<file path="src/hw/txc_line_encoder.sv">
// Shared constants and the per-channel transmit line encoder.
`timescale 1ns/1ps

package txc_pkg;
   // ==========================================================
   // Clock and timing
   localparam int CLK_PERIOD_NS  = 40;
   localparam int MCLK_STUCK_NS  = 2000;
   localparam int MCLK_STUCK_CYC = (MCLK_STUCK_NS + CLK_PERIOD_NS - 1) / CLK_PERIOD_NS;
   localparam int IDLE_W         = $clog2(MCLK_STUCK_CYC + 1);
   // ==========================================================
   // Transmit clock supervision, counted in master clock cycles
   localparam int                CNT_W          = 7;
   localparam logic [CNT_W-1:0]  TX_ALL_ONES_STATE_HIGH_MCLK = 7'h10;
   localparam logic [CNT_W-1:0]  PDN_LOW_MCLK   = 7'h40;
   localparam logic [CNT_W-1:0]  CNT_MAX        = 7'h7F;
   // ==========================================================
   // Line code pipeline
   localparam int PIPE_DEPTH = 8;
   localparam int HDB3_RUN   = 4;
   localparam int B8ZS_RUN   = 8;
   localparam logic LAST_POS_RST = 1'b0;

   typedef enum logic [2:0] {
      ST_NORMAL     = 3'b001,
      ST_ALL_ONES   = 3'b010,
      ST_POWER_DOWN = 3'b100
   } txc_state_t;

   typedef enum logic [1:0] {
      SYM_ZERO = 2'h0,
      SYM_MARK = 2'h1,
      SYM_VIOL = 2'h2
   } txc_sym_t;

   typedef txc_sym_t [PIPE_DEPTH-1:0] txc_pipe_t;
endpackage

module txc_line_encoder
   import txc_pkg::*;
(
   input  wire logic i_clk,      // System clock
   input  wire logic i_rst,      // Async reset, high
   input  wire logic i_tick,     // One bit time
   input  wire logic i_bit,      // Sampled single rail bit
   input  wire logic i_pos_in,   // Sampled positive rail
   input  wire logic i_neg_in,   // Sampled negative rail
   input  wire logic i_dual,     // Dual rail pass-through
   input  wire logic i_zs_en,    // Zero substitution on
   input  wire logic i_hdb3,     // HDB3 else B8ZS
   input  wire logic i_all_ones, // Send all ones
   output logic      o_pos,      // Positive pulse
   output logic      o_neg       // Negative pulse
);
   typedef struct packed {
      txc_pipe_t sym;
      logic      last_pos;
      logic      b_odd;
      logic      pos;
      logic      neg;
   } enc_t;

   enc_t s;
   enc_t next_s;

   // True when the oldest n symbols are all plain zeros
   function automatic logic zero_run(input txc_pipe_t p, input int n);
      logic z;
      z = 1'b1;
      for (int k = 0; k < PIPE_DEPTH; k++) begin
         if (k >= PIPE_DEPTH - n && p[k] != SYM_ZERO) begin
            z = 1'b0;
         end
      end
      return z;
   endfunction

   always_comb begin
      txc_pipe_t w;
      w      = s.sym;
      next_s = s;
      if (i_tick) begin
         if (i_all_ones) begin
            // Plain alternating marks; stale pipeline is dropped
            next_s.pos      = ~s.last_pos;
            next_s.neg      = s.last_pos;
            next_s.last_pos = ~s.last_pos;
            next_s.sym      = '{default: SYM_ZERO};
         end else if (i_dual) begin
            next_s.pos = i_pos_in;
            next_s.neg = i_neg_in;
         end else begin
            if (i_zs_en && i_hdb3 && zero_run(w, HDB3_RUN)) begin
               w[7] = s.b_odd ? SYM_ZERO : SYM_MARK;
               w[4] = SYM_VIOL;
            end else if (i_zs_en && !i_hdb3 && zero_run(w, B8ZS_RUN)) begin
               w = {SYM_ZERO, SYM_ZERO, SYM_ZERO, SYM_VIOL,
                    SYM_MARK, SYM_ZERO, SYM_VIOL, SYM_MARK};
            end
            unique case (w[PIPE_DEPTH-1])
               SYM_ZERO: begin
                  next_s.pos = 1'b0;
                  next_s.neg = 1'b0;
               end
               SYM_MARK: begin
                  next_s.pos      = ~s.last_pos;
                  next_s.neg      = s.last_pos;
                  next_s.last_pos = ~s.last_pos;
                  next_s.b_odd    = ~s.b_odd;
               end
               SYM_VIOL: begin
                  next_s.pos   = s.last_pos;
                  next_s.neg   = ~s.last_pos;
                  next_s.b_odd = 1'b0;
               end
               default: begin
                  next_s.pos = 1'b0;
                  next_s.neg = 1'b0;
               end
            endcase
            next_s.sym = {w[PIPE_DEPTH-2:0], (i_bit ? SYM_MARK : SYM_ZERO)};
         end
      end
   end

   always_ff @(posedge i_clk or posedge i_rst) begin
      if (i_rst) begin
         s          <= '0;
         s.last_pos <= LAST_POS_RST;
      end else begin
         s <= next_s;
      end
   end

   assign o_pos = s.pos;
   assign o_neg = s.neg;
endmodule

</file>
<file path="src/hw/txc_tx_input_ctrl.sv">
// Transmit input stage with transmit clock supervision for all channels.
// ==========================================================
// How it works
// - Transmit inputs are sampled on each falling edge of the channel clock.
// - Single rail bits are AMI coded or zero substituted, B8ZS or HDB3.
// - Clock high over 16 master clocks, master running, enters all-ones state.
// - All-ones pattern is timed by the master clock.
// - Clock low for at least 64 master clocks powers the channel down.
// - Powered-down channel releases its line driver outputs.
// - Receive path runs regardless of transmit clock state.
// - Master clock held high selects plain sliced receive data.
`timescale 1ns/1ps

module txc_tx_input_ctrl
   import txc_pkg::*;
#(
   parameter int N_CH = 8
)(
   input  wire logic            I_CLOCK,          // System clock, 25 MHz
   input  wire logic            I_RST,            // Async reset, high
   input  wire logic            I_MCLK,           // Master clock pin
   input  wire logic [N_CH-1:0] I_TX_LINE_CLK,    // Transmit clock per channel
   input  wire logic [N_CH-1:0] I_TX_SERIAL_IN,   // Single rail NRZ data
   input  wire logic [N_CH-1:0] I_TX_POS_RAIL_IN, // Dual rail positive data
   input  wire logic [N_CH-1:0] I_TX_NEG_RAIL_IN, // Dual rail negative data
   input  wire logic            I_DUAL_RAIL,      // Dual rail mode select
   input  wire logic            I_ZS_CODE_EN,     // Zero substitution enable
   input  wire logic            I_HDB3_SEL,       // HDB3, else B8ZS
   input  wire logic [N_CH-1:0] I_RX_SLICE_POS,   // Sliced receive positive
   input  wire logic [N_CH-1:0] I_RX_SLICE_NEG,   // Sliced receive negative
   input  wire logic [N_CH-1:0] I_RX_REC_POS,     // Recovered receive positive
   input  wire logic [N_CH-1:0] I_RX_REC_NEG,     // Recovered receive negative
   output logic      [N_CH-1:0] O_TX_POS,         // Line positive pulse
   output logic      [N_CH-1:0] O_TX_NEG,         // Line negative pulse
   output logic      [N_CH-1:0] O_TX_OE,          // Line driver enable
   output logic      [N_CH-1:0] O_TX_ALL_ONES_STATE, // Channel in all-ones state
   output logic      [N_CH-1:0] O_TX_POWER_DOWN,  // Channel powered down
   output logic      [N_CH-1:0] O_RX_POS,         // Receive positive out
   output logic      [N_CH-1:0] O_RX_NEG,         // Receive negative out
   output logic                 O_RX_SLICE_ONLY   // Receive in slicing mode
);
   // ==========================================================
   // Synchroniser layout
   localparam int OFS_MCLK = 0;
   localparam int OFS_TCLK = 1;
   localparam int OFS_SER  = OFS_TCLK + N_CH;
   localparam int OFS_POS  = OFS_SER  + N_CH;
   localparam int OFS_NEG  = OFS_POS  + N_CH;
   localparam int OFS_RSP  = OFS_NEG  + N_CH;
   localparam int OFS_RSN  = OFS_RSP  + N_CH;
   localparam int OFS_RRP  = OFS_RSN  + N_CH;
   localparam int OFS_RRN  = OFS_RRP  + N_CH;
   localparam int OFS_CFG  = OFS_RRN  + N_CH;
   localparam int SW       = OFS_CFG  + 3;

   typedef struct packed {
      logic [SW-1:0]                  sync1;
      logic [SW-1:0]                  sync2;
      logic [N_CH-1:0]                tclk_q;
      logic                           mclk_q;
      logic [IDLE_W-1:0]              idle_cnt;
      logic                           mclk_run;
      logic                           slice_only;
      logic [N_CH-1:0][CNT_W-1:0]     hi_cnt;
      logic [N_CH-1:0][CNT_W-1:0]     lo_cnt;
      txc_state_t [N_CH-1:0]          st;
      logic [N_CH-1:0]                tick;
      logic [N_CH-1:0]                bit_in;
      logic [N_CH-1:0]                pos_in;
      logic [N_CH-1:0]                neg_in;
      logic [N_CH-1:0]                all_ones;
      logic [N_CH-1:0]                pdn;
      logic [N_CH-1:0]                oe;
      logic [N_CH-1:0]                rx_pos;
      logic [N_CH-1:0]                rx_neg;
   } ctl_t;

   ctl_t s;
   ctl_t next_s;

   logic [SW-1:0] async_in;
   logic [N_CH-1:0] tclk_s;
   logic mclk_s;
   logic mclk_rise;
   logic dual_s;
   logic zs_s;
   logic hdb3_s;

   assign async_in = {I_HDB3_SEL, I_ZS_CODE_EN, I_DUAL_RAIL,
                      I_RX_REC_NEG, I_RX_REC_POS, I_RX_SLICE_NEG, I_RX_SLICE_POS,
                      I_TX_NEG_RAIL_IN, I_TX_POS_RAIL_IN, I_TX_SERIAL_IN,
                      I_TX_LINE_CLK, I_MCLK};

   assign tclk_s    = s.sync2[OFS_TCLK +: N_CH];
   assign mclk_s    = s.sync2[OFS_MCLK];
   assign mclk_rise = mclk_s & ~s.mclk_q;
   assign dual_s    = s.sync2[OFS_CFG];
   assign zs_s      = s.sync2[OFS_CFG + 1];
   assign hdb3_s    = s.sync2[OFS_CFG + 2];

   always_comb begin
      logic fall;
      logic edge_seen;
      fall      = 1'b0;
      edge_seen = 1'b0;
      next_s    = s;

      // Data and clock share the same two-stage delay, so the falling
      // edge still lines up with the framer's data; setup must exceed
      // one system clock for this to hold.
      next_s.sync1  = async_in;
      next_s.sync2  = s.sync1;
      next_s.tclk_q = tclk_s;
      next_s.mclk_q = mclk_s;

      // ==========================================================
      // Master clock activity
      // Reset leaves the master clock marked idle until its first edge,
      // so supervision cannot enter all-ones before that clock is seen.
      if (mclk_s != s.mclk_q) begin
         next_s.idle_cnt = '0;
         next_s.mclk_run = 1'b1;
      end else if (s.idle_cnt != IDLE_W'(MCLK_STUCK_CYC)) begin
         next_s.idle_cnt = s.idle_cnt + 1'b1;
      end else begin
         next_s.mclk_run = 1'b0;
      end
      // Judged on the next running flag, so the first edge after reset or
      // after a long stall cannot flash slicing mode for one cycle.
      next_s.slice_only = ~next_s.mclk_run & mclk_s;

      // Receive mux never looks at transmit state
      for (int i = 0; i < N_CH; i++) begin
         next_s.rx_pos[i] = s.slice_only ? s.sync2[OFS_RSP + i] : s.sync2[OFS_RRP + i];
         next_s.rx_neg[i] = s.slice_only ? s.sync2[OFS_RSN + i] : s.sync2[OFS_RRN + i];
      end

      // ==========================================================
      // Per-channel supervision and sampling
      for (int i = 0; i < N_CH; i++) begin
         fall      = s.tclk_q[i] & ~tclk_s[i];
         edge_seen = s.tclk_q[i] ^ tclk_s[i];
         next_s.tick[i] = 1'b0;

         if (fall) begin
            next_s.bit_in[i] = s.sync2[OFS_SER + i];
            next_s.pos_in[i] = s.sync2[OFS_POS + i];
            next_s.neg_in[i] = s.sync2[OFS_NEG + i];
         end

         // Counters saturate, and a state once entered is left only on an
         // edge, so a long stall cannot wrap back to normal.
         if (edge_seen) begin
            next_s.hi_cnt[i] = '0;
            next_s.lo_cnt[i] = '0;
            next_s.st[i]     = ST_NORMAL;
         end else if (mclk_rise) begin
            if (tclk_s[i] && s.hi_cnt[i] != CNT_MAX) begin
               next_s.hi_cnt[i] = s.hi_cnt[i] + 1'b1;
            end
            if (!tclk_s[i] && s.lo_cnt[i] != CNT_MAX) begin
               next_s.lo_cnt[i] = s.lo_cnt[i] + 1'b1;
            end
            if (tclk_s[i] && s.mclk_run && s.hi_cnt[i] >= TX_ALL_ONES_STATE_HIGH_MCLK) begin
               next_s.st[i] = ST_ALL_ONES;
            end
            if (!tclk_s[i] && s.lo_cnt[i] + 1'b1 >= PDN_LOW_MCLK) begin
               next_s.st[i] = ST_POWER_DOWN;
            end
         end

         // Ticks follow the registered state, so the deciding master clock
         // edge itself never produces an all-ones bit.
         unique case (s.st[i])
            ST_NORMAL:     next_s.tick[i] = fall;
            ST_ALL_ONES:   next_s.tick[i] = mclk_rise;
            ST_POWER_DOWN: next_s.tick[i] = 1'b0;
            default:       next_s.tick[i] = 1'b0;
         endcase

         next_s.all_ones[i] = (next_s.st[i] == ST_ALL_ONES);
         next_s.pdn[i]      = (next_s.st[i] == ST_POWER_DOWN);
         next_s.oe[i]       = (next_s.st[i] != ST_POWER_DOWN);
      end
   end

   always_ff @(posedge I_CLOCK or posedge I_RST) begin
      if (I_RST) begin
         s    <= '0;
         s.st <= {N_CH{ST_NORMAL}};
         s.oe <= '1;
      end else begin
         s <= next_s;
      end
   end

   // ==========================================================
   // Line encoders
   for (genvar g = 0; g < N_CH; g++) begin : g_enc
      txc_line_encoder u_enc (
         .i_clk      (I_CLOCK),
         .i_rst      (I_RST),
         .i_tick     (s.tick[g]),
         .i_bit      (s.bit_in[g]),
         .i_pos_in   (s.pos_in[g]),
         .i_neg_in   (s.neg_in[g]),
         .i_dual     (dual_s),
         .i_zs_en    (zs_s),
         .i_hdb3     (hdb3_s),
         .i_all_ones (s.all_ones[g]),
         .o_pos      (O_TX_POS[g]),
         .o_neg      (O_TX_NEG[g])
      );
   end

   assign O_TX_OE             = s.oe;
   assign O_TX_ALL_ONES_STATE = s.all_ones;
   assign O_TX_POWER_DOWN     = s.pdn;
   assign O_RX_POS            = s.rx_pos;
   assign O_RX_NEG            = s.rx_neg;
   assign O_RX_SLICE_ONLY     = s.slice_only;
endmodule

</file>
<file path="config.mk">
export PLATFORM = sky130hd
export DESIGN_NAME = txc_tx_input_ctrl
export DESIGN_NICKNAME = d
export VERILOG_FILES = /design/src/hw/txc_line_encoder.sv /design/src/hw/txc_tx_input_ctrl.sv
export SDC_FILE = /design/constraint.sdc
export NUM_CORES = 1
export LEC_CHECK = 0
export ABC_AREA = 1
export ABC_CLOCK_PERIOD_IN_PS = 12000
export BUFFER_PORTS_ARGS = -buffer_cell sky130_fd_sc_hd__buf_2
export CORE_ASPECT_RATIO = 1.75
export CORE_MARGIN = 5
export CORE_UTILIZATION = 61
export CTS_BUF_LIST = sky130_fd_sc_hd__clkbuf_16
export CTS_CLUSTER_SIZE = 10
export DETAILED_ROUTE_END_ITERATION = 10
export PLACE_DENSITY_LB_ADDON = 0.05
export RECOVER_POWER = 100
export SETUP_SLACK_MARGIN = 0.02
export SYNTH_ARGS = -nofsm -noshare
export SYNTH_HDL_FRONTEND = slang
export SYNTH_HIERARCHICAL = 1
export SYNTH_SLANG_ARGS = --single-unit
</file>
<file path="constraint.sdc">
create_clock -name I_CLOCK -period 12 [get_ports I_CLOCK]
set_input_delay 1.2 -clock I_CLOCK [delete_from_list [all_inputs] [get_ports I_CLOCK]]
set_output_delay 1.2 -clock I_CLOCK [all_outputs]
set_load 0.01 [all_outputs]
</file>
==> run summary <==
status = finished with violations
failing checks = capacitance limit, slew limit
TritonCTS clock tree = done
switching share of power = 0.272
Final Cycle Share = 0.486
syn avg cell area = 9.80 µm²
Max FO, Critical Path = 121
mux share of post-synthesis cell area = 0.0209
setup TNS = 0 ns
P_int = 2.98 mW
simple-gate area share of the yosys netlist = 0.174
Clock Pin Slew Worst Setup and Hold Paths = 0.06 ns
CP arrival = 6.39 ns
worst setup path class = input pin to async pin
Synth area leader = dfrtp_1
Slew @ Worst Pin = 5.05 ns
Post-synth ARST share = 1.00
vias post-DR = 15306
total leakage power = 11.9 nW
Synth top area share = 0.564
Worst-Skew Late Latency = 0.58 ns
Critical Path Start Type = input pin
f_max = 0.171 GHz
io pins = 127
adder-cell share of the synthesized area = 0.0289
clock sinks = 513
RR Endpoint = s[108]
clock power share = 0.364
max_cap viols = 3
CTS resizes = 0
largest net degree at the start of global routing = 122
Remaining DRCs = 0
main combinational cell family by area after synthesis = simple AND/OR/NAND/NOR gates
ant diodes = 0
CTS Buf Count = 57
first-pass GRT wire length = 72100 µm
CTS hold repair buffers = 0
GRT Overall Usage = 0.214
switching power = 1.11 mW
fin util = 0.668
CP endpoint = next_s[260]
wire per inst = 14.8 µm
sequential-to-total area share from yosys stat = 0.583
Most used DFF post-synth = dfrtp_1
core box area = 0.0359 mm²
Fin Hold WS = 0.341 ns
Slew Viols, Final = 180
Distinct cells, synth = 46
Synth Register Bits = 513
Yosys warnings = 6
syn_nets = 2373
Reg-to-Reg Start = s[216]
Die ar. = 0.0402 mm²
Worst Setup SP = I_RST
Final min period = 5.84 ns
DR iter-0 viols = 789
CP Capture Type = async pin
Starting Density = 0.614
port bufs = 126
Crit path required time = 12.56 ns
Final ANT Viol Nets = 0
unrepaired setup endpoints after global routing = false
drt pass-1 iters = 7
num rows = 92
number of enable flip-flop cells after synthesis = 0
final hold violations = 0
fill count = 3022
Reg2Reg Setup Slack = 8.67 ns
Combinational Power Share = 0.136
WL final = 42500 µm
top cells by area, synth = dfrtp_1, nand2_1, inv_1
vias in the first global route = 15691
DR vias/cell = 5.32
Mapped Cells = 2252
Setup WS post-layout = 6.16 ns
worst slack, placed = 7.95 ns
xor/xnor share of the synthesized area = 0.0187
dpl cells = 2774
Hold Crit Class = register to register
Post-CTS Setup Inserts = 0
P per Cell Area = 171 mW/mm²
RD Place Congestion = 0.822
Die Height = 262 µm
Nets = 2484
Clock Skew = 0.0197 ns
CTS Root Cell = clkbuf_16
initial antenna violation count = 0
Die X-Extent = 154 µm
Slew HR = -2.39
Post-DP HPWL = 29500 µm
Compound-Gate Fraction of Synth Area = 0.0948
Final setup viols = 0
grt ovf = 0
Peak VDD IR = 0.000170 V
FF-to-FF path depth = 9
layout cells sized above 1 = 0.0963
Clock Tree Buf Depth = 3
Area Overhead vs Synth = 8.74%
H-tree Lvls = 2
synthesized area = 0.0221 mm²
final cell count without fillers = 2878
Flop pwr share = 0.499
routing by layer:
| metal | track usage | part of all wire | wire length, µm | vias up |
|---|---|---|---|---|
| met5 | 0 | 0 | 0 | - |
| met2 | 0.400 | 0.54 | 22900 | 283 |
| met3 | 0.0337 | 0.040 | 1690 | 90 |
| li1 | - | - | - | 7448 |
| met4 | 0.0766 | 0.031 | 1300 | 0 |
| met1 | 0.248 | 0.39 | 16600 | 7485 |
stage by stage:
| stage | total power [mW] | cell area (µm²) |
|---|---|---|
| final | 4.10 | 24000 |
| after global routing | 4.33 | 24000 |
| after CTS | 4.18 | 24400 |
| after detailed placement | 2.66 | 22800 |
| after global placement | 2.64 | 22800 |
| after floorplan | 2.51 | 22100 |
cells by family (layout without fill, tap and decap cells):
logic type / count (synthesis) / count (layout)
simple gates: 852 / 852
flops: 513 / 513
buf+inv: 408 / 564
compound gates: 340 / 340
fa+ha+maj: 51 / 51
xor+xnor: 47 / 47
mux: 41 / 41
final cells by class:
class	instances	area, µm²	share of cell area
clock inverters	47	191	0.00798
flip-flops and latches	513	12900	0.536
multi-input cells	1331	7110	0.296
well taps	470	588	0.0245
clock buffers	57	1430	0.0595
inverters	331	1240	0.0518
repair buffers	129	573	0.0239
Yosys cell counts, types with 3 or more instances:
cell type / n
o21bai_1: 6
nand2_1: 393
o21a_1: 12
o22ai_1: 56
nor3_1: 7
a21oi_1: 62
nand4_1: 32
dfrtp_1: 497
nand2_2: 11
a21oi_2: 6
nand3_1: 162
dfstp_2: 16
and3_1: 3
nor2_8: 4
ha_1: 51
buf_4: 41
inv_2: 26
o211ai_1: 16
mux2_2: 40
xnor2_1: 27
o21ai_1: 12
nor2_2: 29
buf_6: 9
nor3_2: 6
or2_2: 4
inv_1: 305
nor2_4: 3
o211a_1: 3
nor4_1: 4
o22ai_2: 8
xor2_1: 20
nand2_4: 13
clkbuf_1: 23
o21ai_0: 112
o21ai_2: 24
nor2_1: 180
a31oi_1: 16
critical path: stages:
cell and delay, ns:
clkbuf_1 0.21, clkinvlp_2 2.85, buf_4 1.14, buf_4 0.88
state kept, by name (all words and copies together) (netlist names):
register / cells
g_enc.u_enc/o_neg: 8
O_RX_SLICE_ONLY: 1
s: 241
hdb3_s: 1
O_RX_NEG: 8
dual_s: 1
next_s: 76
O_TX_OE: 8
O_RX_POS: 8
O_TX_ALL_ONES_STATE: 8
g_enc.u_enc/s: 136
g_enc.u_enc/o_pos: 8
mclk_s: 1
O_TX_POWER_DOWN: 8
how the worst min path moves through the flow:
stage	startpoint	cells after the start	slack, ns	to
after CTS	next_s[268]	0	0.34	s[268]
after global routing	next_s[241]	0	0.35	s[241]
after floorplan	next_s[290]	0	0.33	dual_s
after detailed placement	next_s[238]	0	0.33	s[238]
after global placement	next_s[248]	0	0.33	s[248]
final	next_s[268]	0	0.34	s[268]
power by group through the flow:
| stage | registers [mW] | logic (mW) | clock network (mW) |
|---|---|---|---|
| floorplan | 2.05 | 0.456 | 0 |
| global placement | 2.07 | 0.566 | 0 |
| detailed placement | 2.08 | 0.585 | 0 |
| CTS | 2.05 | 0.590 | 1.54 |
| global route | 2.07 | 0.646 | 1.62 |
| finish | 2.05 | 0.557 | 1.49 |
placed cells by master, fill, tap and decap left out, drive strengths merged, types with 6 or more instances in the layout:
master    n
o211ai   16
a31oi    18
nor3     13
nand4    32
xnor2    27
ha       51
dfstp    16
mux2     40
a21oi    68
clkbuf  121
buf      65
o21ai   148
dfrtp   497
nand3   162
o21a     12
nand2   417
o22ai    64
o21bai    6
inv     368
clkinv    9
xor2     20
nor2    216
Power figures use the tool's default switching activity.
